`src/include/fqs_map.svh`:
```
// Constants for the flash query and security-ID command controller.
// Assumes a 100 MHz controller clock and an x16 flash with 22 address lines.
`ifndef FQS_MAP_SVH
`define FQS_MAP_SVH

////////////////////////////////////////////////////////////////////////////////
// APB register offsets (byte addresses, one word each)
`define FQS_OFF_CTRL     12'h000
`define FQS_OFF_ADDR     12'h004
`define FQS_OFF_DATA     12'h008
`define FQS_OFF_RDATA    12'h00C
`define FQS_OFF_CODES    12'h010
`define FQS_OFF_STATUS   12'h014
`define FQS_OFF_BUF_LO   12'h040
`define FQS_OFF_BUF_HI   12'h07C

////////////////////////////////////////////////////////////////////////////////
// Field positions
`define FQS_CTRL_OP_MSB  3
`define FQS_CODE1_LSB    0
`define FQS_CODE2_LSB    8
`define FQS_WC_LSB       16
`define FQS_BLK_BIT      20
`define FQS_ST_BUSY      0
`define FQS_ST_QUERY     1
`define FQS_ST_IDENT     2
`define FQS_ST_SECID     3
`define FQS_ST_UNLOCKED  4
`define FQS_ST_SIG_OK    5

////////////////////////////////////////////////////////////////////////////////
// Reset values
`define FQS_RST_CODES    32'h0000_0000
`define FQS_RST_ADDR     22'h00_0000
`define FQS_RST_DATA     16'h0000

////////////////////////////////////////////////////////////////////////////////
// Command addresses and data
`define FQS_A_QSHORT     22'h00_0055
`define FQS_A_UNLOCK1    22'h00_0555
`define FQS_A_UNLOCK2    22'h00_02AA
`define FQS_D_UNLOCK1    16'h00AA
`define FQS_D_UNLOCK2    16'h0055
`define FQS_D_QUERY      16'h0098
`define FQS_D_EXIT       16'h00F0
`define FQS_C_IDENT      8'h90
`define FQS_C_SECID      8'h88
`define FQS_A_LOCK_LOW   8'hFF
`define FQS_A_SIG0       22'h00_0010
`define FQS_A_SIG2       22'h00_0012
`define FQS_D_SIG0       16'h0051
`define FQS_D_SIG1       16'h0052
`define FQS_D_SIG2       16'h0059

////////////////////////////////////////////////////////////////////////////////
// Timing: times in ns, cycle counts derived from the clock period
`define FQS_CLK_NS       10
`define FQS_T_WP_NS      50
`define FQS_T_WPH_NS     30
`define FQS_T_ACC_NS     100
`define FQS_T_RST_NS     500
`define FQS_SYNC_CYC     4
`define FQS_WP_CYC  ((`FQS_T_WP_NS + `FQS_CLK_NS - 1) / `FQS_CLK_NS)
`define FQS_WPH_CYC ((`FQS_T_WPH_NS + `FQS_CLK_NS - 1) / `FQS_CLK_NS)
`define FQS_ACC_CYC ((`FQS_T_ACC_NS + `FQS_CLK_NS - 1) / `FQS_CLK_NS + `FQS_SYNC_CYC)
`define FQS_RST_CYC ((`FQS_T_RST_NS + `FQS_CLK_NS - 1) / `FQS_CLK_NS)

`endif

```
`src/include/fqs_pkg.sv`:
```
// Types for the flash query and security-ID command controller.
// Assumes fqs_map.svh supplies all numbers except the opcode values set here.
package fqs_pkg;

   typedef enum logic [3:0] {
      FQS_OP_NONE   = 4'h0,
      FQS_OP_QSHORT = 4'h1,
      FQS_OP_QLONG  = 4'h2,
      FQS_OP_XSHORT = 4'h3,
      FQS_OP_XLONG  = 4'h4,
      FQS_OP_UCMD   = 4'h5,
      FQS_OP_WRITE  = 4'h6,
      FQS_OP_READ   = 4'h7,
      FQS_OP_BUFP   = 4'h8,
      FQS_OP_ERASE  = 4'h9,
      FQS_OP_PASS   = 4'hA,
      FQS_OP_RESET  = 4'hB
   } fqs_op_type;

   typedef struct packed {
      logic [21:0] addr;
      logic [15:0] data;
      logic        rd;
   } fqs_cyc_type;

   typedef struct packed {
      logic        ce_n;
      logic        oe_n;
      logic        we_n;
      logic        rst_n;
      logic        dq_oe;
      logic [21:0] addr;
      logic [15:0] dq;
   } fqs_pins_type;

endpackage : fqs_pkg

```
`src/core/fqs_ctrl.sv`:
```
// Host controller that drives command sequences into an x16 parallel flash.
// Assumes software on APB loads registers, starts one operation, polls busy.
//
// Overview of operation
// - Query entry: one 98H write at 55H, or AAH/55H/98H unlock form.
// - Exit: AAH/55H/F0H unlock form, or single F0H at any address.
// - Command addresses use lines 10..0; upper lines driven to defined zero.
// - Upper data byte ignored by device; driven to zero during commands.
// - Buffer program sends word count minus one, at most 15, then each word.
// - Every buffered word shares address bits 21..4 with the first word.
// - Boundary sectors erased one by one; block erase misses boundary blocks.
// - Password address bits 1..0 pick which 16-bit password part is sent.
//
// The address map and the APB slave port were decided locally.
`timescale 1ns/1ps
`default_nettype none
`include "fqs_map.svh"
module fqs_ctrl #(
   parameter int BUF_WORDS = 16
) (
   // Clock and reset
   input  wire logic          CLK,
   input  wire logic          RST,
   // APB slave
   input  wire logic          PSEL,
   input  wire logic          PENABLE,
   input  wire logic          PWRITE,
   input  wire logic [11:0]   PADDR,
   input  wire logic [31:0]   PWDATA,
   output var  logic [31:0]   PRDATA,
   output var  logic          PREADY,
   output var  logic          PSLVERR,
   // Flash pins
   output var  fqs_pkg::fqs_pins_type FLASH_PINS,
   input  wire logic [15:0]   FLASH_DQ_IN
);
   import fqs_pkg::*;

   typedef enum logic [4:0] {
      ST_IDLE   = 5'b00001,
      ST_SETUP  = 5'b00010,
      ST_STROBE = 5'b00100,
      ST_HOLD   = 5'b01000,
      ST_RST    = 5'b10000
   } fqs_state_type;

   ////////////////////////////////////////////////////////////////////////////
   // Sequence tables
   function automatic fqs_cyc_type unl(input logic [4:0] k, input logic [15:0] d3);
      fqs_cyc_type c;
      c.rd = 1'b0;
      case (k)
         5'h00:   c = '{addr: `FQS_A_UNLOCK1, data: `FQS_D_UNLOCK1, rd: 1'b0};
         5'h01:   c = '{addr: `FQS_A_UNLOCK2, data: `FQS_D_UNLOCK2, rd: 1'b0};
         default: c = '{addr: `FQS_A_UNLOCK1, data: d3, rd: 1'b0};
      endcase
      return c;
   endfunction : unl

   function automatic logic [4:0] len_of(input fqs_op_type op, input logic [3:0] wc);
      case (op)
         FQS_OP_QLONG, FQS_OP_XLONG, FQS_OP_UCMD: len_of = 5'h03;
         FQS_OP_BUFP:  len_of = 5'(wc) + 5'h06;
         FQS_OP_ERASE: len_of = 5'h06;
         FQS_OP_PASS:  len_of = 5'h04;
         default:      len_of = 5'h01;
      endcase
   endfunction : len_of

   function automatic fqs_cyc_type step_of(input fqs_op_type op, input logic [4:0] k,
                                           input logic [4:0] last, input logic [21:0] a,
                                           input logic [15:0] d, input logic [7:0] c1,
                                           input logic [7:0] c2, input logic [3:0] wc,
                                           input logic blk, input logic [15:0] bw);
      fqs_cyc_type s;
      logic [21:0] ea;
      logic [21:0] ba;
      s  = '{addr: 22'h00_0000, data: 16'h0000, rd: 1'b0};
      ea = blk ? {a[21:15], 15'h0000} : {a[21:12], 12'h000};
      ba = {a[21:4], 4'h0};
      case (op)
         FQS_OP_QSHORT: s = '{addr: `FQS_A_QSHORT, data: `FQS_D_QUERY, rd: 1'b0};
         FQS_OP_QLONG:  s = unl(k, `FQS_D_QUERY);
         FQS_OP_XSHORT: s = '{addr: a, data: `FQS_D_EXIT, rd: 1'b0};
         FQS_OP_XLONG:  s = unl(k, `FQS_D_EXIT);
         FQS_OP_UCMD:   s = unl(k, {8'h00, c1});
         FQS_OP_WRITE:  s = '{addr: a, data: d, rd: 1'b0};
         FQS_OP_READ:   s = '{addr: a, data: 16'h0000, rd: 1'b1};
         FQS_OP_BUFP: begin
            if (k < 5'h02) s = unl(k, 16'h0000);
            else if (k == 5'h02) s = '{addr: ba, data: {8'h00, c1}, rd: 1'b0};
            else if (k == 5'h03) s = '{addr: ba, data: {12'h000, wc}, rd: 1'b0};
            else if (k == last) s = '{addr: ba, data: {8'h00, c2}, rd: 1'b0};
            else s = '{addr: {a[21:4], 4'(k - 5'h04)}, data: bw, rd: 1'b0};
         end
         FQS_OP_ERASE: begin
            if (k < 5'h03) s = unl(k, {8'h00, c1});
            else if (k == 5'h05) s = '{addr: ea, data: {8'h00, c2}, rd: 1'b0};
            else s = unl(k - 5'h03, 16'h0000);
         end
         FQS_OP_PASS:   s = '{addr: {a[21:2], k[1:0]}, data: bw, rd: 1'b0};
         default:       s = '{addr: 22'h00_0000, data: 16'h0000, rd: 1'b0};
      endcase
      return s;
   endfunction : step_of

   ////////////////////////////////////////////////////////////////////////////
   // State
   fqs_state_type state_r, state_nxt;
   fqs_op_type    op_r, op_nxt;
   fqs_pins_type  pins_r, pins_nxt;
   logic [4:0]    k_r, k_nxt, last_r, last_nxt;
   logic [7:0]    cnt_r, cnt_nxt;
   logic [21:0]   addr_r, addr_nxt;
   logic [15:0]   data_r, data_nxt, rdata_r, rdata_nxt;
   logic [31:0]   codes_r, codes_nxt;
   logic          query_r, query_nxt, ident_r, ident_nxt, secid_r, secid_nxt;
   logic          unlk_r, unlk_nxt, sig_r, sig_nxt;
   logic [15:0]   buf_mem [BUF_WORDS];
   logic [15:0]   dq_sync, bw;
   logic [3:0]    widx;
   logic          wr_acc, rd_acc, hit_buf, mapped, done;
   fqs_cyc_type   cur;

   fqs_sync #(.W(16)) u_sync (
      .clk (CLK),
      .rst (RST),
      .d   (FLASH_DQ_IN),
      .q   (dq_sync)
   );

   ////////////////////////////////////////////////////////////////////////////
   // APB decode: zero wait, error on unmapped offsets
   assign hit_buf = (PADDR >= `FQS_OFF_BUF_LO) && (PADDR <= `FQS_OFF_BUF_HI);
   assign mapped  = hit_buf || (PADDR <= `FQS_OFF_STATUS);
   assign wr_acc  = PSEL && PENABLE && PWRITE && mapped && (PADDR[1:0] == 2'b00);
   assign rd_acc  = PSEL && !PWRITE;
   assign PREADY  = 1'b1;
   assign PSLVERR = PSEL && PENABLE && (!mapped || (PADDR[1:0] != 2'b00));

   always_comb begin
      PRDATA = 32'h0000_0000;
      if (rd_acc && PADDR[1:0] == 2'b00) begin
         case (PADDR)
            `FQS_OFF_CTRL:   PRDATA = {28'h000_0000, op_r};
            `FQS_OFF_ADDR:   PRDATA = {10'h000, addr_r};
            `FQS_OFF_DATA:   PRDATA = {16'h0000, data_r};
            `FQS_OFF_RDATA:  PRDATA = {16'h0000, rdata_r};
            `FQS_OFF_CODES:  PRDATA = codes_r;
            `FQS_OFF_STATUS: PRDATA = {26'h000_0000, sig_r, unlk_r, secid_r, ident_r,
                                       query_r, !state_r[0]};
            default:         PRDATA = hit_buf ? {16'h0000, buf_mem[PADDR[5:2]]} : 32'h0;
         endcase
      end
   end

   ////////////////////////////////////////////////////////////////////////////
   // Sequence engine
   assign widx = (op_r == FQS_OP_BUFP) ? 4'(k_r - 5'h04) : k_r[3:0];
   assign bw   = buf_mem[widx];
   assign cur  = step_of(op_r, k_r, last_r, addr_r, data_r,
                         codes_r[`FQS_CODE1_LSB +: 8], codes_r[`FQS_CODE2_LSB +: 8],
                         codes_r[`FQS_WC_LSB +: 4], codes_r[`FQS_BLK_BIT], bw);
   assign done = state_r[3] && cnt_r == 8'h00 && k_r == last_r;

   always_comb begin
      state_nxt = state_r;
      op_nxt    = op_r;
      pins_nxt  = pins_r;
      k_nxt     = k_r;
      last_nxt  = last_r;
      cnt_nxt   = (cnt_r != 8'h00) ? cnt_r - 8'h01 : 8'h00;
      addr_nxt  = addr_r;
      data_nxt  = data_r;
      codes_nxt = codes_r;
      rdata_nxt = rdata_r;
      query_nxt = query_r;
      ident_nxt = ident_r;
      secid_nxt = secid_r;
      unlk_nxt  = unlk_r;
      sig_nxt   = sig_r;
      // Registers are frozen while busy so a running sequence cannot be broken
      if (wr_acc && state_r == ST_IDLE) begin
         case (PADDR)
            `FQS_OFF_ADDR:  addr_nxt  = PWDATA[21:0];
            `FQS_OFF_DATA:  data_nxt  = PWDATA[15:0];
            `FQS_OFF_CODES: codes_nxt = PWDATA;
            `FQS_OFF_CTRL: begin
               op_nxt = fqs_op_type'(PWDATA[`FQS_CTRL_OP_MSB:0]);
               if (op_nxt == FQS_OP_RESET) begin
                  state_nxt      = ST_RST;
                  cnt_nxt        = 8'(`FQS_RST_CYC);
                  pins_nxt.rst_n = 1'b0;
               end else if (op_nxt != FQS_OP_NONE) begin
                  state_nxt = ST_SETUP;
                  k_nxt     = 5'h00;
                  last_nxt  = len_of(op_nxt, codes_r[`FQS_WC_LSB +: 4]) - 5'h01;
               end
            end
            default: ;
         endcase
      end
      case (state_r)
         ST_IDLE: ;
         ST_SETUP: begin
            pins_nxt.ce_n  = 1'b0;
            pins_nxt.addr  = cur.addr;
            pins_nxt.dq    = cur.data;
            pins_nxt.dq_oe = !cur.rd;
            state_nxt      = ST_STROBE;
            cnt_nxt        = cur.rd ? 8'(`FQS_ACC_CYC) : 8'(`FQS_WP_CYC);
            if (cur.rd) pins_nxt.oe_n = 1'b0;
            else pins_nxt.we_n = 1'b0;
         end
         ST_STROBE: begin
            if (cnt_r == 8'h00) begin
               if (cur.rd) begin
                  rdata_nxt = dq_sync;
                  if (secid_r && cur.addr[7:0] == `FQS_A_LOCK_LOW)
                     unlk_nxt = dq_sync[3];
                  if (query_r && cur.addr >= `FQS_A_SIG0 && cur.addr <= `FQS_A_SIG2)
                     sig_nxt = (cur.addr[1:0] == 2'b00) ? dq_sync == `FQS_D_SIG0 :
                               (cur.addr[1:0] == 2'b01) ? sig_r && dq_sync == `FQS_D_SIG1 :
                               sig_r && dq_sync == `FQS_D_SIG2;
               end
               pins_nxt.we_n = 1'b1;
               pins_nxt.oe_n = 1'b1;
               state_nxt     = ST_HOLD;
               cnt_nxt       = 8'(`FQS_WPH_CYC);
            end
         end
         ST_HOLD: begin
            pins_nxt.ce_n  = 1'b1;
            pins_nxt.dq_oe = 1'b0;
            if (cnt_r == 8'h00) begin
               k_nxt     = k_r + 5'h01;
               state_nxt = (k_r == last_r) ? ST_IDLE : ST_SETUP;
            end
         end
         ST_RST: begin
            if (cnt_r == 8'h00) begin
               pins_nxt.rst_n = 1'b1;
               state_nxt      = ST_IDLE;
               query_nxt      = 1'b0;
               ident_nxt      = 1'b0;
               secid_nxt      = 1'b0;
            end
         end
         default: state_nxt = ST_IDLE;
      endcase
      if (done) begin
         case (op_r)
            FQS_OP_QSHORT, FQS_OP_QLONG: query_nxt = 1'b1;
            FQS_OP_XSHORT, FQS_OP_XLONG: begin
               query_nxt = 1'b0;
               ident_nxt = 1'b0;
               secid_nxt = 1'b0;
            end
            FQS_OP_UCMD: begin
               if (codes_r[7:0] == `FQS_C_IDENT) ident_nxt = 1'b1;
               if (codes_r[7:0] == `FQS_C_SECID) secid_nxt = 1'b1;
            end
            default: ;
         endcase
      end
   end

   always_ff @(posedge CLK or posedge RST) begin
      if (RST) begin
         state_r <= ST_IDLE;
         op_r    <= FQS_OP_NONE;
         pins_r  <= '{ce_n: 1'b1, oe_n: 1'b1, we_n: 1'b1, rst_n: 1'b1, dq_oe: 1'b0,
                      addr: `FQS_RST_ADDR, dq: `FQS_RST_DATA};
         k_r     <= 5'h00;
         last_r  <= 5'h00;
         cnt_r   <= 8'h00;
         addr_r  <= `FQS_RST_ADDR;
         data_r  <= `FQS_RST_DATA;
         codes_r <= `FQS_RST_CODES;
         rdata_r <= `FQS_RST_DATA;
         query_r <= 1'b0;
         ident_r <= 1'b0;
         secid_r <= 1'b0;
         unlk_r  <= 1'b0;
         sig_r   <= 1'b0;
      end else begin
         state_r <= state_nxt;
         op_r    <= op_nxt;
         pins_r  <= pins_nxt;
         k_r     <= k_nxt;
         last_r  <= last_nxt;
         cnt_r   <= cnt_nxt;
         addr_r  <= addr_nxt;
         data_r  <= data_nxt;
         codes_r <= codes_nxt;
         rdata_r <= rdata_nxt;
         query_r <= query_nxt;
         ident_r <= ident_nxt;
         secid_r <= secid_nxt;
         unlk_r  <= unlk_nxt;
         sig_r   <= sig_nxt;
      end
   end

   ////////////////////////////////////////////////////////////////////////////
   // Word buffer for buffered program and password data; no reset needed
   always_ff @(posedge CLK) begin
      if (wr_acc && hit_buf && state_r == ST_IDLE)
         buf_mem[PADDR[5:2]] <= PWDATA[15:0];
   end

   assign FLASH_PINS = pins_r;
endmodule : fqs_ctrl
`default_nettype wire

```
`src/core/fqs_sync.sv`:
```
// Three-stage input synchroniser for flash pins.
// Assumes asynchronous inputs; output follows once stages two and three agree.
`timescale 1ns/1ps
`default_nettype none
module fqs_sync #(
   parameter int W = 16
) (
   // Clock and reset
   input  wire logic         clk,
   input  wire logic         rst,
   // Data
   input  wire logic [W-1:0] d,
   output var  logic [W-1:0] q
);
   logic [W-1:0] s1_r, s2_r, s3_r, q_r;
   logic [W-1:0] q_nxt;

   genvar i;
   generate
      for (i = 0; i < W; i++) begin : g_bit
         // Stage one is seen only by stage two
         always_comb begin
            q_nxt[i] = (s2_r[i] == s3_r[i]) ? s3_r[i] : q_r[i];
         end
      end
   endgenerate

   always_ff @(posedge clk or posedge rst) begin
      if (rst) begin
         s1_r <= '0;
         s2_r <= '0;
         s3_r <= '0;
         q_r  <= '0;
      end else begin
         s1_r <= d;
         s2_r <= s1_r;
         s3_r <= s2_r;
         q_r  <= q_nxt;
      end
   end

   assign q = q_r;
endmodule : fqs_sync
`default_nettype wire

```
`config.mk`:
```
export PLATFORM = sky130hd
export DESIGN_NAME = fqs_ctrl
export DESIGN_NICKNAME = d
export VERILOG_FILES = /design/src/include/fqs_pkg.sv /design/src/core/fqs_ctrl.sv /design/src/core/fqs_sync.sv
export VERILOG_INCLUDE_DIRS = /design/src /design/src/include
export SDC_FILE = /design/constraint.sdc
export NUM_CORES = 1
export LEC_CHECK = 0
export BUFFER_PORTS_ARGS = -buffer_cell sky130_fd_sc_hd__buf_4
export CAP_MARGIN = 20
export CORE_ASPECT_RATIO = 1.4
export CORE_MARGIN = 2
export CORE_UTILIZATION = 53
export DETAILED_ROUTE_END_ITERATION = 16
export PLACE_DENSITY = 0.82
export SYNTH_ARGS = -nofsm -noshare
export SYNTH_HDL_FRONTEND = slang
export SYNTH_HIERARCHICAL = 1
export SYNTH_SLANG_ARGS = --single-unit
```
`constraint.sdc`:
```
create_clock -name CLK -period 7.6 [get_ports CLK]
set_input_delay 1.9 -clock CLK [delete_from_list [all_inputs] [get_ports CLK]]
set_output_delay 1.9 -clock CLK [all_outputs]
set_load 0.005 [all_outputs]
```
==> out/results.tsv <==
metric	value	unit
CTS Sinks	481	
vias per cell	6.77	
Synthesized Nets	1664	
Post-CTS Setup Inserts	0	
DR WL/cell	29.7	microns
number of enable flip-flop cells after synthesis	256	
Die Ht	249	microns
clk slew on worst S/H paths	0.07	ns
PD cells	203	nW/um^2
Die Area	44500	sq um
Synth area leaders	edfxtp_1 34%, dfrtp_1 24%, mux4_2 14%, mux2_2 4.4%, nand2_1 2.3%	
Synth top area share	33.9	%
top cells by count, synth	256 x edfxtp_1, 220 x dfrtp_1, 144 x mux4_2, 137 x nand2_1, 93 x nor2_1	
core area	42200	sq um
Starting Density	53.7	%
Net count, final	1796	
non-filler cells, final	2299	
count leader, synth	edfxtp_1	
Main synth FF type	edfxtp_1	
routed wire length	68.3	mm
filler cell count	3021	
largest family of logic cells by synthesized area	multiplexers	
RePlAce Congestion	1.03	
Post-Synth XOR/XNOR Area	0.695	%
Post-Syn Area per Cell	14.3	sq um
dpl hpwl	46.7	mm
CP endpoint kind	output port	
Synth Area in Simple Gates	8.72	%
setup ws final	1.11	ns
fin. max-slew vios	0	
post-synthesis compound-gate area fraction	8.56	%
GR Util All Layers	31.1	%
Post-Syn Instances	1585	
grt total ovfl	0	
vias in the first global route	16152	
share of layout cells above drive strength 1	30.7	%
cell area after layout	25900	sq um
detailed-route DRC error count	0	
Unique masters post-synth	79	
status	completed	
Hold Fails Final Rpt	0	
Max rail drop VDD	0.000180	V
Leak Pwr	10.1	nW
post-cts resize count	0	
final period utilization	85.5	%
register bit total from synthesis	481	
initial antenna violation count	2	
DP Area	24400	sq um
Slew HR	25.7	%
Multi-input gate area	8850	sq um
CP Class	input port to output port	
Tightest Hold Check Type	flop to flop	
DR vias	15553	
clk root buf	clkbuf_16	
Final setup viols	0	
Synth area leader	edfxtp_1	
Max Fanout on Critical Path	32	
register area share after synthesis	58.8	%
Ports	142	
mapped cell area	22700	sq um
largest net degree at the start of global routing	104	
Warnings, synthesis	6	
post-synthesis mux area share	19.2	%
Layout area overhead	14.2	%
clk_lat worst skew	0.59	ns
Worst Tran Pin Value	1.11	ns
max-cap viol count	0	
RSZ-0062 raised after global routing	false	
DRT iter0 DRCs	1690	
row count	89	
number of H-tree levels	2	
f_max	0.154	GHz
number of nets with antenna violations after routing	0	
required time worst endpoint	5.70	ns
dpl ws	1.17	ns
Placed Instances	2215	
WP data arrival	4.59	ns
final setup TNS	0	ns
IO buf count	140	
die width	179	microns
CTS buffer count	45	
asr flop ratio synth	46.8	%
CTS Hold Bufs	0	
first-pass GRT wire length	102	mm
FF+latch area	13300	sq um
skew final	0.0243	ns
Final min period	6.49	ns
drt pass-1 iters	6	
CTS tree	yes	
Adder-Cell Fraction of Synth Area	1.57	%
clock buffer depth	3	
Worst Setup Start Kind	input port	
-- metrics by stage --
stage	hold slack, ns	utilization (%)	total power, mW
after CTS	0.349	61.3	5.29
after floorplan	0.331	-	2.94
after global placement	0.335	57.8	3.02
after global routing	0.359	61.4	5.41
final	0.349	61.4	5.27
after detailed placement	0.335	57.8	3.03
-- per-layer routing --
| layer | part of all wire (%) | vias up | wire length [microns] | GRT usage (%) |
|---|---|---|---|---|
| met4 | 6.4 | 0 | 4350 | 17.7 |
| li1 | - | 6453 | - | - |
| met5 | 0 | - | 0 | 0 |
| met2 | 51 | 925 | 34700 | 52.3 |
| met3 | 8.0 | 251 | 5480 | 6.09 |
| met1 | 35 | 7924 | 23700 | 37.1 |
-- area by class of cell --
cell class,count,area share (%)
antenna,2,0.0193
clock buffer,54,4.52
clock inverter,27,1.18
inverter,39,0.584
multi-input combinational,965,34.2
sequential,481,51.5
tap,546,2.64
timing repair buffer,185,5.44
-- critical path, cell delays in order --
cell and delay, ns:
buf_4 0.11, nor3_1 0.68, nand3b_1 0.38, nor4_2 0.30, buf_4 0.39, a22o_1 0.22, a221oi_1 0.07, o22ai_1 0.34
buf_4 0.18
-- worst paths after layout --
path                                              end                       from  cells after the start  slack [ns]
max                                        PRDATA[13]                   PADDR[8]                      9        1.11
min                         u_sync/s2_r[15]$_DFF_PP0_  u_sync/s1_r[15]$_DFF_PP0_                      0        0.35
max reg2reg                 FLASH_PINS[6]$_DFFE_PP0P_           k_r[2]$_DFF_PP0_                      9        2.78
min reg2reg                 u_sync/s2_r[15]$_DFF_PP0_  u_sync/s1_r[15]$_DFF_PP0_                      0        0.35
max in group asynchronous            k_r[0]$_DFF_PP0_                        RST                      3        4.61
min in group asynchronous  FLASH_PINS[17]$_DFFE_PP0P_                        RST                      2        1.53
-- registers in the layout, indices dropped and copies added (netlist names), 4 cells and up --
signal,count
rdata_r,16
op_r,4
u_sync/q,16
u_sync/s1_r,16
cnt_r,8
k_r,5
state_r,5
buf_mem,256
addr_r,22
last_r,5
u_sync/s2_r,16
FLASH_PINS,43
codes_r,32
u_sync/s3_r,16
data_r,16
-- where the power goes --
group / switching (mW) / internal [mW] / leakage [nW]
logic: 0.110 / 0.0821 / 4.14
clock network: 1.01 / 1.28 / 0.715
registers: 0.0179 / 2.77 / 5.21
total: 1.14 / 4.13 / 10.1
-- logic make-up after synthesis --
family                     count (synthesis)
adders and majority gates                 30
muxes                                    244
and+or+nand+nor                          394
DFF                                      481
AOI/OAI and AO/OA                        278
buffers and inverters                    139
other                                      1
xor gates and xnor gates                  18
-- cells in the final DEF (no fill, tap or decap), types with 15 or more instances in the layout --
cell type	netlist	final
o22ai_1	15	15
nand2_1	137	136
a21oi_1	51	50
maj3_2	16	16
mux4_2	144	144
dfrtp_1	220	218
nor3_1	19	19
nor2_1	93	93
mux2_2	89	89
edfxtp_1	256	256
inv_1	38	36
nand3_1	31	31
clkbuf_16	0	45
o21ai_0	57	57
buf_4	3	184
and3_1	16	16
a22o_1	25	25
(Power assumes the default switching activity.)
